**src/nand_host_pkg.sv**
```systemverilog
// Purpose: shared constants, opcodes and bus-cycle decoding for the NAND read-side host controller
// Assumes: 10 MHz ref_clk, 8-bit multiplexed NAND bus, one chip select
// Notes: the busy and read-gap waits are whole clock periods derived from the ns figures below; strobe phases are one period each
//
// Overview of operation
// - page read address goes out as four bytes; column low, then column high with upper nibble low
// - data output: latch enables low, chip select low, write strobe high, read strobe toggles
// - host never issues a code outside the defined set; bad requests are refused
// - random column output is requested only inside the currently loaded page
// - page read is 00h, four address cycles, then 30h which starts the array transfer
// - completion may also be checked by issuing the 70h status command
// - after a status read the host writes 00h again before reading page data
// - random column output is 05h, two column cycles, E0h, then sequential reads
// - identification is 90h plus address 00h, returning five bytes on read strobes
package nand_host_pkg;

    // clock and pin timing
    localparam int CLK_PERIOD_NS         = 100;
    localparam int TWB_NS                = 100;    // strobe to busy valid, a least wait
    localparam int TWHR_NS               = 60;     // write strobe high to first read
    localparam int ARRAY_TRANSFER_TIME_NS = 25000; // worst page load, for reference
    localparam int TWB_CYCLES_I  = (TWB_NS + CLK_PERIOD_NS - 1) / CLK_PERIOD_NS;
    localparam int TWHR_CYCLES_I = (TWHR_NS + CLK_PERIOD_NS - 1) / CLK_PERIOD_NS;
    localparam logic [3:0] TWB_CYCLES  = 4'(TWB_CYCLES_I < 1 ? 1 : TWB_CYCLES_I);
    localparam logic [3:0] TWHR_CYCLES = 4'(TWHR_CYCLES_I < 1 ? 1 : TWHR_CYCLES_I);

    // geometry
    localparam logic [12:0] PAGE_BYTES = 13'h0840; // 2048 data + 64 spare
    localparam int          DATA_W     = 8;
    localparam int          FIFO_DEPTH = 4;

    // request opcodes on the user port
    localparam logic [2:0] OP_PAGE_READ = 3'h0;
    localparam logic [2:0] OP_RAND_OUT  = 3'h1;
    localparam logic [2:0] OP_IDENTIFICATION_CMD   = 3'h2;
    localparam logic [2:0] OP_PARAM     = 3'h3;
    localparam logic [2:0] OP_STATUS    = 3'h4;
    localparam logic [2:0] OP_RESET     = 3'h5;
    localparam logic [2:0] OP_READ_MODE = 3'h6;

    // bus command codes
    localparam logic [7:0] CMD_READ_SETUP  = 8'h00;
    localparam logic [7:0] CMD_READ_START  = 8'h30;
    localparam logic [7:0] CMD_COL_SETUP   = 8'h05;
    localparam logic [7:0] CMD_COL_START   = 8'hE0;
    localparam logic [7:0] IDENTIFICATION_CMD = 8'h90;
    localparam logic [7:0] CMD_PARAM_PAGE  = 8'hEC;
    localparam logic [7:0] CMD_STATUS      = 8'h70;
    localparam logic [7:0] CMD_RESET       = 8'hFF;
    localparam logic [7:0] PARAM_ADDR      = 8'h00;

    typedef enum {ST_IDLE, ST_CMD, ST_ADDR, ST_CMD2, ST_WAIT_WB, ST_WAIT_RDY, ST_GAP, ST_READ,
                  ST_END} state_t;

    // opcode is one of the defined operations
    function automatic logic op_defined(input logic [2:0] op);
        return op <= OP_READ_MODE;
    endfunction

    function automatic logic [7:0] first_code(input logic [2:0] op);
        case (op)
            OP_RAND_OUT: return CMD_COL_SETUP;
            OP_IDENTIFICATION_CMD:  return IDENTIFICATION_CMD;
            OP_PARAM:    return CMD_PARAM_PAGE;
            OP_STATUS:   return CMD_STATUS;
            OP_RESET:    return CMD_RESET;
            default:     return CMD_READ_SETUP;
        endcase
    endfunction

    function automatic logic [2:0] addr_count(input logic [2:0] op);
        case (op)
            OP_PAGE_READ: return 3'h4;
            OP_RAND_OUT:  return 3'h2;
            OP_IDENTIFICATION_CMD:   return 3'h1;
            OP_PARAM:     return 3'h1;
            default:      return 3'h0;
        endcase
    endfunction

    function automatic logic has_second(input logic [2:0] op);
        return op == OP_PAGE_READ || op == OP_RAND_OUT;
    endfunction

    // operations that start an array transfer or a reset and hold the device busy
    function automatic logic waits_busy(input logic [2:0] op);
        return op == OP_PAGE_READ || op == OP_PARAM || op == OP_RESET;
    endfunction

endpackage

```
**src/read_fifo.sv**
```systemverilog
// Purpose: small first-in first-out buffer between the NAND read path and the user stream
// Assumes: DEPTH is a power of two
// Notes: no bypass; a byte pushed is visible on the next cycle
`timescale 1ns/10ps
module read_fifo #(
    parameter int WIDTH = 8,
    parameter int DEPTH = 4
) (
    // clock and reset
    input  wire logic             ref_clk,
    input  wire logic             reset,
    // fill side
    input  wire logic             in_valid,
    output logic                  in_ready,
    input  wire logic [WIDTH-1:0] in_data,
    // drain side
    output logic                  out_valid,
    input  wire logic             out_ready,
    output logic      [WIDTH-1:0] out_data
);
    localparam int AW = $clog2(DEPTH);
    localparam logic [AW:0] FULL_COUNT = (AW + 1)'(DEPTH);

    logic [WIDTH-1:0] mem [DEPTH];
    logic [AW-1:0]    wr_ptr_reg;
    logic [AW-1:0]    rd_ptr_reg;
    logic [AW:0]      count_reg;
    wire              push = in_valid && in_ready;
    wire              pop  = out_valid && out_ready;

    // honest flags from the occupancy count
    assign in_ready  = count_reg != FULL_COUNT;
    assign out_valid = count_reg != '0;
    assign out_data  = mem[rd_ptr_reg];

    // storage carries no reset, only the pointers and the count do
    always_ff @(posedge ref_clk) begin
        if (push) begin
            mem[wr_ptr_reg] <= in_data;
        end
    end

    // pointers wrap naturally because depth is a power of two
    always_ff @(posedge ref_clk or posedge reset) begin
        if (reset) begin
            wr_ptr_reg <= '0;
            rd_ptr_reg <= '0;
            count_reg  <= '0;
        end else begin
            if (push) wr_ptr_reg <= wr_ptr_reg + 1'b1;
            if (pop) rd_ptr_reg <= rd_ptr_reg + 1'b1;
            count_reg <= count_reg + (AW + 1)'(push) - (AW + 1)'(pop);
        end
    end
endmodule // read_fifo

```
**src/nand_read_host.sv**
```systemverilog
// Purpose: host controller that drives a NAND flash read side over its pins
// Assumes: pin inputs synchronous to ref_clk; one device on the bus
// Notes: read bytes pass through a 4-deep buffer; the host stalls its read strobes when it is full
`timescale 1ns/10ps
module nand_read_host (
    // clock and reset
    input  wire logic                               ref_clk,
    input  wire logic                               reset,
    // user request port
    input  wire logic                               req_valid,
    output logic                                    req_ready,
    input  wire logic [2:0]                         req_op,
    input  wire logic [11:0]                        req_col,
    input  wire logic [15:0]                        req_row,
    input  wire logic [11:0]                        req_count,
    output logic                                    req_done,
    output logic                                    req_err,
    // read data stream
    output logic                                    rd_valid,
    input  wire logic                               rd_ready,
    output logic      [nand_host_pkg::DATA_W-1:0]   rd_data,
    // NAND control pins
    output logic                                    ce_n,
    output logic                                    cle,
    output logic                                    ale,
    output logic                                    we_n,
    output logic                                    read_strobe_n,
    output logic                                    wp_n,
    input  wire logic                               ready_busy_n,
    // NAND data pins
    input  wire logic [7:0]                         io_in,
    output logic      [7:0]                         io_out,
    output logic                                    io_oe_n
);
    import nand_host_pkg::*;

    state_t      state_reg, state_next;
    logic [1:0]  ph_reg, ph_next;
    logic [2:0]  op_reg, op_next;
    logic [11:0] col_reg, col_next;
    logic [15:0] row_reg, row_next;
    logic [11:0] count_reg, count_next;
    logic [1:0]  idx_reg, idx_next;
    logic [3:0]  wait_reg, wait_next;
    logic [7:0]  byte_reg, byte_next;
    logic        loaded_reg, loaded_next;
    logic        dirty_reg, dirty_next;
    logic        err_reg, err_next;
    logic        fifo_in_ready;

    // address byte for a given cycle index of the current operation
    function automatic logic [7:0] addr_byte(input logic [2:0] op, input logic [1:0] idx,
                                             input logic [11:0] col, input logic [15:0] row);
        if (op == OP_IDENTIFICATION_CMD) return col[7:0];               // 00h or 20h
        if (op == OP_PARAM) return PARAM_ADDR;
        case (idx)
            2'd0:    return col[7:0];
            2'd1:    return {4'h0, col[11:8]};               // upper lines held low
            2'd2:    return row[7:0];
            default: return row[15:8];
        endcase
    endfunction

    // request screening: refuse undefined codes and out-of-page column jumps
    wire [12:0] col_end    = 13'(req_col) + 13'(req_count);
    wire        bad_op     = !op_defined(req_op);
    wire        bad_col    = req_op == OP_RAND_OUT &&
                             (!loaded_reg || dirty_reg || col_end > PAGE_BYTES);
    wire        bad_mode   = req_op == OP_READ_MODE && !loaded_reg;
    wire        accept_ok  = !bad_op && !bad_col && !bad_mode;
    wire        take       = req_valid && req_ready;
    wire        in_write   = state_reg == ST_CMD || state_reg == ST_ADDR || state_reg == ST_CMD2;
    wire        wr_last    = ph_reg == 2'd2;
    wire        push       = state_reg == ST_READ && ph_reg == 2'd0;
    wire [2:0]  n_addr     = addr_count(op_reg);
    wire [2:0]  idx_plus   = 3'(idx_reg) + 3'd1;
    wire [7:0]  next_addr  = addr_byte(op_reg, idx_plus[1:0], col_reg, row_reg);
    wire        last_addr  = idx_plus >= n_addr;

    // pin decode: three-phase write cycle (setup, strobe low, hold), two-phase read
    assign req_ready     = state_reg == ST_IDLE;
    assign req_done      = state_reg == ST_END;
    assign req_err       = err_reg;
    assign ce_n          = state_reg == ST_IDLE || state_reg == ST_END;
    assign cle           = state_reg == ST_CMD || state_reg == ST_CMD2;
    assign ale           = state_reg == ST_ADDR;
    assign we_n          = !(in_write && ph_reg == 2'd1);
    assign read_strobe_n = !push;
    assign io_oe_n       = !in_write;
    assign io_out        = byte_reg;
    assign wp_n          = 1'b0;   // this host never programs or erases, so keep the array guarded

    // sequencer next-state logic
    always_comb begin
        state_next  = state_reg;
        ph_next     = ph_reg;
        op_next     = op_reg;
        col_next    = col_reg;
        row_next    = row_reg;
        count_next  = count_reg;
        idx_next    = idx_reg;
        wait_next   = wait_reg;
        byte_next   = byte_reg;
        loaded_next = loaded_reg;
        dirty_next  = dirty_reg;
        err_next    = take && !accept_ok;
        if (in_write) ph_next = wr_last ? 2'd0 : ph_reg + 2'd1;
        case (state_reg)
            ST_IDLE: begin
                if (take && accept_ok) begin
                    op_next    = req_op;
                    col_next   = req_col;
                    row_next   = req_row;
                    count_next = req_count;
                    ph_next    = 2'd0;
                    byte_next  = first_code(req_op);  // 00h sent even if preloaded
                    state_next = ST_CMD;
                end
            end
            ST_CMD: begin
                if (wr_last) begin
                    idx_next  = 2'd0;
                    byte_next = addr_byte(op_reg, 2'd0, col_reg, row_reg);
                    if (n_addr != 3'd0) state_next = ST_ADDR;
                    else if (waits_busy(op_reg)) state_next = ST_WAIT_WB;
                    else state_next = ST_GAP;
                    wait_next = waits_busy(op_reg) ? TWB_CYCLES : TWHR_CYCLES;
                end
            end
            ST_ADDR: begin
                if (wr_last) begin
                    idx_next  = idx_plus[1:0];
                    byte_next = next_addr;
                    if (!last_addr) begin
                        state_next = ST_ADDR;
                    end else if (has_second(op_reg)) begin
                        byte_next  = op_reg == OP_PAGE_READ ? CMD_READ_START : CMD_COL_START;
                        state_next = ST_CMD2;
                    end else begin
                        state_next = waits_busy(op_reg) ? ST_WAIT_WB : ST_GAP;
                        wait_next  = waits_busy(op_reg) ? TWB_CYCLES : TWHR_CYCLES;
                    end
                end
            end
            ST_CMD2: begin
                if (wr_last) begin
                    state_next = waits_busy(op_reg) ? ST_WAIT_WB : ST_GAP;
                    wait_next  = waits_busy(op_reg) ? TWB_CYCLES : TWHR_CYCLES;
                end
            end
            ST_WAIT_WB: begin
                wait_next = wait_reg - 4'd1;
                if (wait_reg == 4'd1) state_next = ST_WAIT_RDY;
            end
            ST_WAIT_RDY: begin
                // nothing is written while the device is busy
                if (ready_busy_n) begin
                    state_next = op_reg == OP_RESET ? ST_END : ST_GAP;
                    wait_next  = TWHR_CYCLES;
                end
            end
            ST_GAP: begin
                wait_next = wait_reg - 4'd1;
                if (wait_reg <= 4'd1) begin
                    state_next = ST_READ;
                    ph_next    = 2'd1;
                end
            end
            ST_READ: begin
                if (ph_reg == 2'd0) begin
                    count_next = count_reg - 12'd1;
                    ph_next    = 2'd1;
                end else if (count_reg == 12'd0) begin
                    state_next = ST_END;
                end else if (fifo_in_ready) begin
                    ph_next = 2'd0;          // strobe only when the buffer has room
                end
            end
            default: begin
                // end of operation: track what the data register now holds
                state_next = ST_IDLE;
                case (op_reg)
                    OP_PAGE_READ, OP_PARAM: begin
                        loaded_next = 1'b1;
                        dirty_next  = 1'b0;
                    end
                    OP_IDENTIFICATION_CMD, OP_RESET: loaded_next = 1'b0;
                    OP_STATUS:    dirty_next = 1'b1;
                    OP_READ_MODE: dirty_next = 1'b0;
                    default:      dirty_next = dirty_reg;
                endcase
            end
        endcase
    end

    // state registers
    always_ff @(posedge ref_clk or posedge reset) begin
        if (reset) begin
            state_reg  <= ST_IDLE;
            ph_reg     <= 2'd0;
            op_reg     <= OP_PAGE_READ;
            col_reg    <= 12'h000;
            row_reg    <= 16'h0000;
            count_reg  <= 12'h000;
            idx_reg    <= 2'd0;
            wait_reg   <= 4'h0;
            byte_reg   <= 8'h00;
            loaded_reg <= 1'b0;
            dirty_reg  <= 1'b0;
            err_reg    <= 1'b0;
        end else begin
            state_reg  <= state_next;
            ph_reg     <= ph_next;
            op_reg     <= op_next;
            col_reg    <= col_next;
            row_reg    <= row_next;
            count_reg  <= count_next;
            idx_reg    <= idx_next;
            wait_reg   <= wait_next;
            byte_reg   <= byte_next;
            loaded_reg <= loaded_next;
            dirty_reg  <= dirty_next;
            err_reg    <= err_next;
        end
    end

    // read bytes are sampled at the end of the strobe-low cycle
    read_fifo #(
        .WIDTH (DATA_W),
        .DEPTH (FIFO_DEPTH)
    ) u_fifo (
        .ref_clk   (ref_clk),
        .reset     (reset),
        .in_valid  (push),
        .in_ready  (fifo_in_ready),
        .in_data   (io_in),
        .out_valid (rd_valid),
        .out_ready (rd_ready),
        .out_data  (rd_data)
    );

    // address strobes seen in this operation, for checking only
    logic [2:0] ale_seen_reg;
    always_ff @(posedge ref_clk or posedge reset) begin
        if (reset) ale_seen_reg <= 3'd0;
        else if (state_reg == ST_IDLE) ale_seen_reg <= 3'd0;
        else if (ale && ph_reg == 2'd1) ale_seen_reg <= ale_seen_reg + 3'd1;
    end
endmodule // nand_read_host

```
**config.mk**
```make
export PLATFORM = sky130hd
export DESIGN_NAME = nand_read_host
export DESIGN_NICKNAME = d
export VERILOG_FILES = /design/src/nand_host_pkg.sv /design/src/read_fifo.sv /design/src/nand_read_host.sv
export SDC_FILE = /design/constraint.sdc
export NUM_CORES = 1
export LEC_CHECK = 0
export BUFFER_PORTS_ARGS = -buffer_cell sky130_fd_sc_hd__buf_2
export CORE_MARGIN = 1
export CORE_UTILIZATION = 39
export CTS_BUF_LIST = sky130_fd_sc_hd__clkbuf_4 sky130_fd_sc_hd__clkbuf_8
export DETAILED_ROUTE_END_ITERATION = 6
export PLACE_DENSITY_LB_ADDON = 0.25
export SLEW_MARGIN = 40
export SYNTH_ARGS = -nofsm -noshare
export SYNTH_HDL_FRONTEND = slang
export SYNTH_SLANG_ARGS = --single-unit
```
**constraint.sdc**
```tcl
create_clock -name ref_clk -period 6.2 [get_ports ref_clk]
set_input_delay 0 -clock ref_clk [delete_from_list [all_inputs] [get_ports ref_clk]]
set_output_delay 0 -clock ref_clk [all_outputs]
set_load 0.01 [all_outputs]
```
# Word-level counts from Yosys, hierarchy flattened
# Memory sizes are Yosys's and may differ from the RTL's.
# Index checks and enable logic that the tools add are counted.
[word_totals]
register_bits = 101
ramBits = 32
input_bits = 56
n_memories = 1
[memory_table]
columns = ["name", "words", "width", "read_ports", "rd_ports_with_merged_regs", "write_ports", "line_no", "text"]
rows = [
  ["u_fifo.mem", 4, 8, 1, 0, 1, "read_fifo.sv:24", "logic [WIDTH-1:0] mem [DEPTH];"],
]
[classes]
add_sub_neg = 9
magnitude_cmp = 4
n_eq_ne = 43
mux = 63
bitwise = 1
n_reduce_logical = 56
[op_table]
columns = ["cell", "count"]
rows = [
  ["32-bit 2-to-1 mux", 11],
  ["32-bit case mux with 8 select lines", 1],
  ["32-bit by 3-bit == test with 1-bit output, second input constant", 6],
  ["32-bit by 2-bit == test with 1-bit output, second input constant", 3],
  ["8-bit 2-to-1 mux", 12],
  ["32-bit logical NOT", 2],
  ["8-bit case mux with 3 select lines", 2],
  ["8-bit case mux with 5 select lines", 1],
  ["32-bit by 1-bit == test with 1-bit output, second input constant", 1],
  ["32-bit by 4-bit == test with 1-bit output, second input constant", 1],
  ["32-bit by 5-bit == test with 1-bit output, second input constant", 1],
  ["12-bit 2-to-1 mux", 2],
  ["4-bit 2-to-1 mux", 6],
  ["2-bit inequality test, second input constant", 12],
  ["12-bit case mux with 2 select lines", 1],
  ["2-bit 2-to-1 mux", 10],
  ["3-bit == test, second input constant", 6],
  ["4-bit case mux with 4 select lines", 1],
  ["12-bit by 12-bit adder with 13-bit output", 1],
  ["13-bit by 12-bit > comparator with 1-bit output, second input constant", 1],
  ["3-bit by 2-bit == test with 1-bit output, second input constant", 4],
  ["12-bit logical NOT", 1],
  ["12-bit by 1-bit subtractor with 12-bit output, second input constant", 1],
  ["1-bit logical AND", 11],
  ["36 further kinds", 78],
]

# Depth between registers and ports, before layout
[depth]
ltp_word = 11
mapped_depth = 12

# Modules after synthesis
# From an unflattened synthesis, not the netlist that was laid out.
[hier_totals]
hier_cells = 578
hier_area_um2 = 6284.8
[modules_own_cells]
columns = ["module", "n_inst", "cells_each", "area_per_inst_um2"]
rows = [
  ["nand_read_host", 1, 494, 4652.0],
  ["read_fifo", 1, 84, 1632.8],
]

# Worst setup path before layout
# Ideal clock, no wire load.
[synth_timing]
path_type = "input to register"
start = "input port req_col[0]"
end = "register op_reg[2]"
arrival_ns = 2.646
t_required_ns = 6.072
path_slack_ns = 3.426
cell_stages = 11
cell_sequence = "ha_1 > fa_1 > a211o_1 > o211ai_1 > a32o_1 > mux2_2 > nor4_4 > a211oi_4 > nor2_8 > buf_6 > mux2_1"
[synth_between]
elab_chain_len = 9
[synth_lines]
columns = ["item", "line_no", "text"]
rows = [
  ["start, declared", "nand_read_host.sv:13", "input wire logic [11:0] req_col,"],
  ["12-bit by 12-bit adder with 13-bit output", "nand_read_host.sv:65", "wire [12:0] col_end = 13'(req_col) + 13'(req_count);"],
  ["13-bit by 12-bit > comparator with 1-bit output", "nand_read_host.sv:68", "(!loaded_reg || dirty_reg || col_end > PAGE_BYTES);"],
  ["1-bit logical OR", "nand_read_host.sv:68", ""],
  ["1-bit logical AND", "nand_read_host.sv:67", "wire bad_col = req_op == OP_RAND_OUT &&"],
  ["1-bit logical NOT", "nand_read_host.sv:70", "wire accept_ok = !bad_op && !bad_col && !bad_mode;"],
  ["1-bit logical AND (2 in series)", "nand_read_host.sv:70", ""],
  ["1-bit logical AND", "nand_read_host.sv:110", "if (take && accept_ok) begin"],
  ["2-bit AND reduction (no line)", "-", ""],
  ["end signal, assigned", "nand_read_host.sv:214", "op_reg <= op_next;"],
  ["end, declared", "nand_read_host.sv:39", "logic [2:0] op_reg, op_next;"],
]
# No other way between the ends.
# A chain may end at the register's enable or synchronous reset.

# Worst setup path after layout
[layout_timing]
start = "input port req_col[0]"
end = "register col_reg[10]"
[layout_between]
elab_chain_len = 9
[layout_lines]
columns = ["item", "line_no", "text"]
rows = [
  ["12-bit by 12-bit adder with 13-bit output", "nand_read_host.sv:65", ""],
  ["13-bit by 12-bit > comparator with 1-bit output", "nand_read_host.sv:68", ""],
  ["1-bit logical OR", "nand_read_host.sv:68", ""],
  ["1-bit logical AND", "nand_read_host.sv:67", ""],
  ["1-bit logical NOT", "nand_read_host.sv:70", ""],
  ["1-bit logical AND (2 in series)", "nand_read_host.sv:70", ""],
  ["1-bit logical AND", "nand_read_host.sv:110", ""],
  ["2-bit AND reduction (no line)", "-", ""],
  ["end signal, assigned", "nand_read_host.sv:215", "col_reg <= col_next;"],
  ["end, declared", "nand_read_host.sv:40", "logic [11:0] col_reg, col_next;"],
]
# No other way between the ends.

==> flow_metrics.tcl <==
set metrics [dict create \
    status "finished, final reports clean" \
    num_rows 45 \
    rsz0062_at_grt "false" \
    synth_area_per_cell_sq_um 10.6 \
    endpoint_kind "register" \
    nets 796 \
    dr_total_vias 5014 \
    netlist_instances 589 \
    worst_pin_slew_ns 0.766 \
    path_clk_slew_ns 0.11 \
    min_path_type "in -> reg" \
    post-route-min-period_ns 3.60 \
    cp_data_required_time_ns 6.47 \
    start_util 0.405 \
    io_buffers 81 \
    maxCapViolations 0 \
    n_antenna_cell 0 \
    die_h_um 128 \
    cts_root_buf "clkbuf_8" \
    ir_worst_vdd_mv 0.155 \
    fill_cells 1440 \
    place_ws_ns 2.73 \
    seqCellArea_sq_mm 0.00279 \
    areaGrowthSynthToFinish_pct 20.4 \
    synth_xor_area_frac 0.0155 \
    synth_enable_flop_cells 32 \
    synthTopCellsByArea "dfrtp_1 (29%), edfxtp_1 (15%), ha_1 (6.4%)" \
    grt_pass1_wl_mm 25.0 \
    finalCritPeriodShare 0.581 \
    layout_commonest_cell "buf_2" \
    hold_viol_final 0 \
    netlist_area_sq_mm 0.00623 \
    cts_tree "done" \
    synth_fp_nets 679 \
    cp_max_fo 42 \
    largest_reg_flops 32 \
    power.total_mw 2.83 \
    setup_violations 0 \
    die-area_sq_mm 0.0165 \
    cp-start-kind "input pin" \
    die_x_um 128 \
    clock_path_buffers 2 \
    htreeDepth 3 \
    netlist.top_cell.by_area "dfrtp_1" \
    relSlewSlack 0.485 \
    grtUsageTotal 0.196 \
    antenna_found_initial 0 \
    synth_mux_area_frac 0.104 \
    synthSimpleGateAreaFrac 0.139 \
    ys_types 79 \
    power.leakage_nw 3.21 \
    synth_seq_cells 105 \
    ys_seq_area_frac 0.447 \
    drtIter0Drc 431 \
    synth_top_area_frac 0.293 \
    reg2reg_slack_ns 2.69 \
    ys.warnings.count 0 \
    crit_type "in -> reg" \
    cts-buffers-inserted 9 \
    grt_max_degree 74 \
    maxSlewViolCount 0 \
    viasPerCell 5.44 \
    synth_adder_area_share 0.0707 \
    fmax_mhz 278 \
    grt_overflow 0 \
    power_density_mw_per_mm2 378 \
    synth_compound_area_frac 0.177 \
    multiInputGateArea_sq_mm 0.00316 \
    synth_top_family_by_area "compound AO/OA/AOI/OAI gates" \
    mostFrequentLayoutCells "buf_2 (81), dfrtp_1 (73), dlygate4sd3_1 (53)" \
    antenna_left 0 \
    fin_skew_ns 0.0219 \
    drive_gt1_frac 0.193 \
    clock_latency_ns 0.40 \
    gp_congestion 0.850 \
    wl_per_cell_um 16.7 \
    route.detailed.drc 0 \
    hpwl_mm 11.1 \
    grt_pass1_vias 4875 \
    cts_sinks 105 \
    fin_tns_setup_ns 0 \
    io_pins 83 \
    layout_setup_ws_ns 2.60 \
    first_pass_iters 5 \
    ys_async_sr_fraction 0.695 \
    synthFlopType "dfrtp_1" \
    wirelength_mm 15.4 \
    cp_data_arrival_time_ns 3.87 \
    core_area_sq_mm 0.0154 \
]
-- power breakdown --
group          switching [mW]  total, mW  internal, mW
clock                   0.283      0.450         0.166
sequential              0.264       1.20         0.940
combinational           0.645       1.18         0.533
-- worst paths after layout --
path | to | depth (start not counted) | startpoint
min | count_reg[0]$_DFFE_PP0P_ | 3 | req_count[0]
max in group asynchronous | u_fifo.count_reg[2]$_DFF_PP0_ | 4 | reset
max reg2reg | u_fifo.count_reg[2]$_DFF_PP0_ | 10 | state_reg[1]$_DFFE_PP0P_
min in group asynchronous | row_reg[5]$_DFFE_PP0P_ | 4 | reset
min reg2reg | col_reg[11]$_DFFE_PP0P_ | 1 | col_reg[11]$_DFFE_PP0P_
max | col_reg[10]$_DFFE_PP0P_ | 12 | req_col[0]
-- area by class of cell --
type / instances / area share
sequential: 105 / 0.372
timing repair buffer: 137 / 0.128
inverter: 32 / 0.0160
clock buffer: 9 / 0.0165
multi-input combinational: 421 / 0.421
tap: 211 / 0.0352
clock inverter: 7 / 0.0112
-- synth_stat cells (3+ instances only) --
library cell,number
o21ai_0,49
nor4_1,3
o22ai_1,10
buf_2,3
ha_1,32
nand3b_1,4
nor2b_1,5
nor3_1,20
nand3_1,16
o31ai_1,3
mux4_2,8
clkbuf_1,20
a211oi_1,4
a222oi_1,7
dfrtp_1,73
nand2b_1,5
a21oi_1,32
nand2_1,47
buf_6,5
and3_1,5
xnor2_1,6
nor3b_1,6
xor2_1,5
or3_1,4
mux2i_1,6
mux2_2,9
and2_1,7
nor2_1,27
edfxtp_1,32
mux2_1,27
o211ai_1,6
inv_1,31
a21o_1,5
a22oi_1,9
or2_2,3
-- worst max-delay path, stage by stage --
cell	delay [ns]
dlygate4sd3_1	0.53
buf_2	0.13
ha_1	0.23
fa_1	0.43
a211o_1	0.32
o211ai_1	0.11
a32o_1	0.24
mux2_2	0.37
nor4_4	0.34
a211oi_4	0.15
nor2_8	0.60
mux2_1	0.40
-- metrics by stage --
| stage | area (sq um) | cells | hold WS (ns) | util |
|---|---|---|---|---|
| 6_report | 7500 | 922 | 0.0594 | 0.488 |
| 5_1_grt | 7500 | 922 | 0.0387 | 0.488 |
| 4_1_cts | 7500 | 922 | 0.0321 | 0.488 |
| 3_5_place_dp | 6760 | 853 | 0.222 | 0.440 |
| 3_3_place_gp | 6760 | 853 | 0.210 | 0.440 |
| 2_1_floorplan | 6230 | 589 | 0.0989 | - |
-- cell families after synthesis --
group,count (synthesis)
other,1
buffers and inverters,63
AOI/OAI and AO/OA,162
xor gates and xnor gates,11
DFF,105
muxes,50
adders and majority gates,34
and+or+nand+nor,163
-- metal layers --
layer / vias to the layer above / global-route usage / routed length (um) / share of wire
met1: 2441 / 0.275 / 7190 / 0.47
met2: 127 / 0.312 / 7260 / 0.47
li1: 2427 / - / - / -
met5: - / 0 / 0 / 0
met3: 19 / 0.0299 / 720 / 0.047
met4: 0 / 0.0623 / 256 / 0.017
-- repair_timing --
| action | CTS | global route |
|---|---|---|
| hold buffers | 53 | 0 |
| endpoints found under the hold margin | 150 | 0 |
| gates resized for setup | 0 | 0 |
| setup buffers | 0 | 0 |
Power figures use the tool's default switching activity.
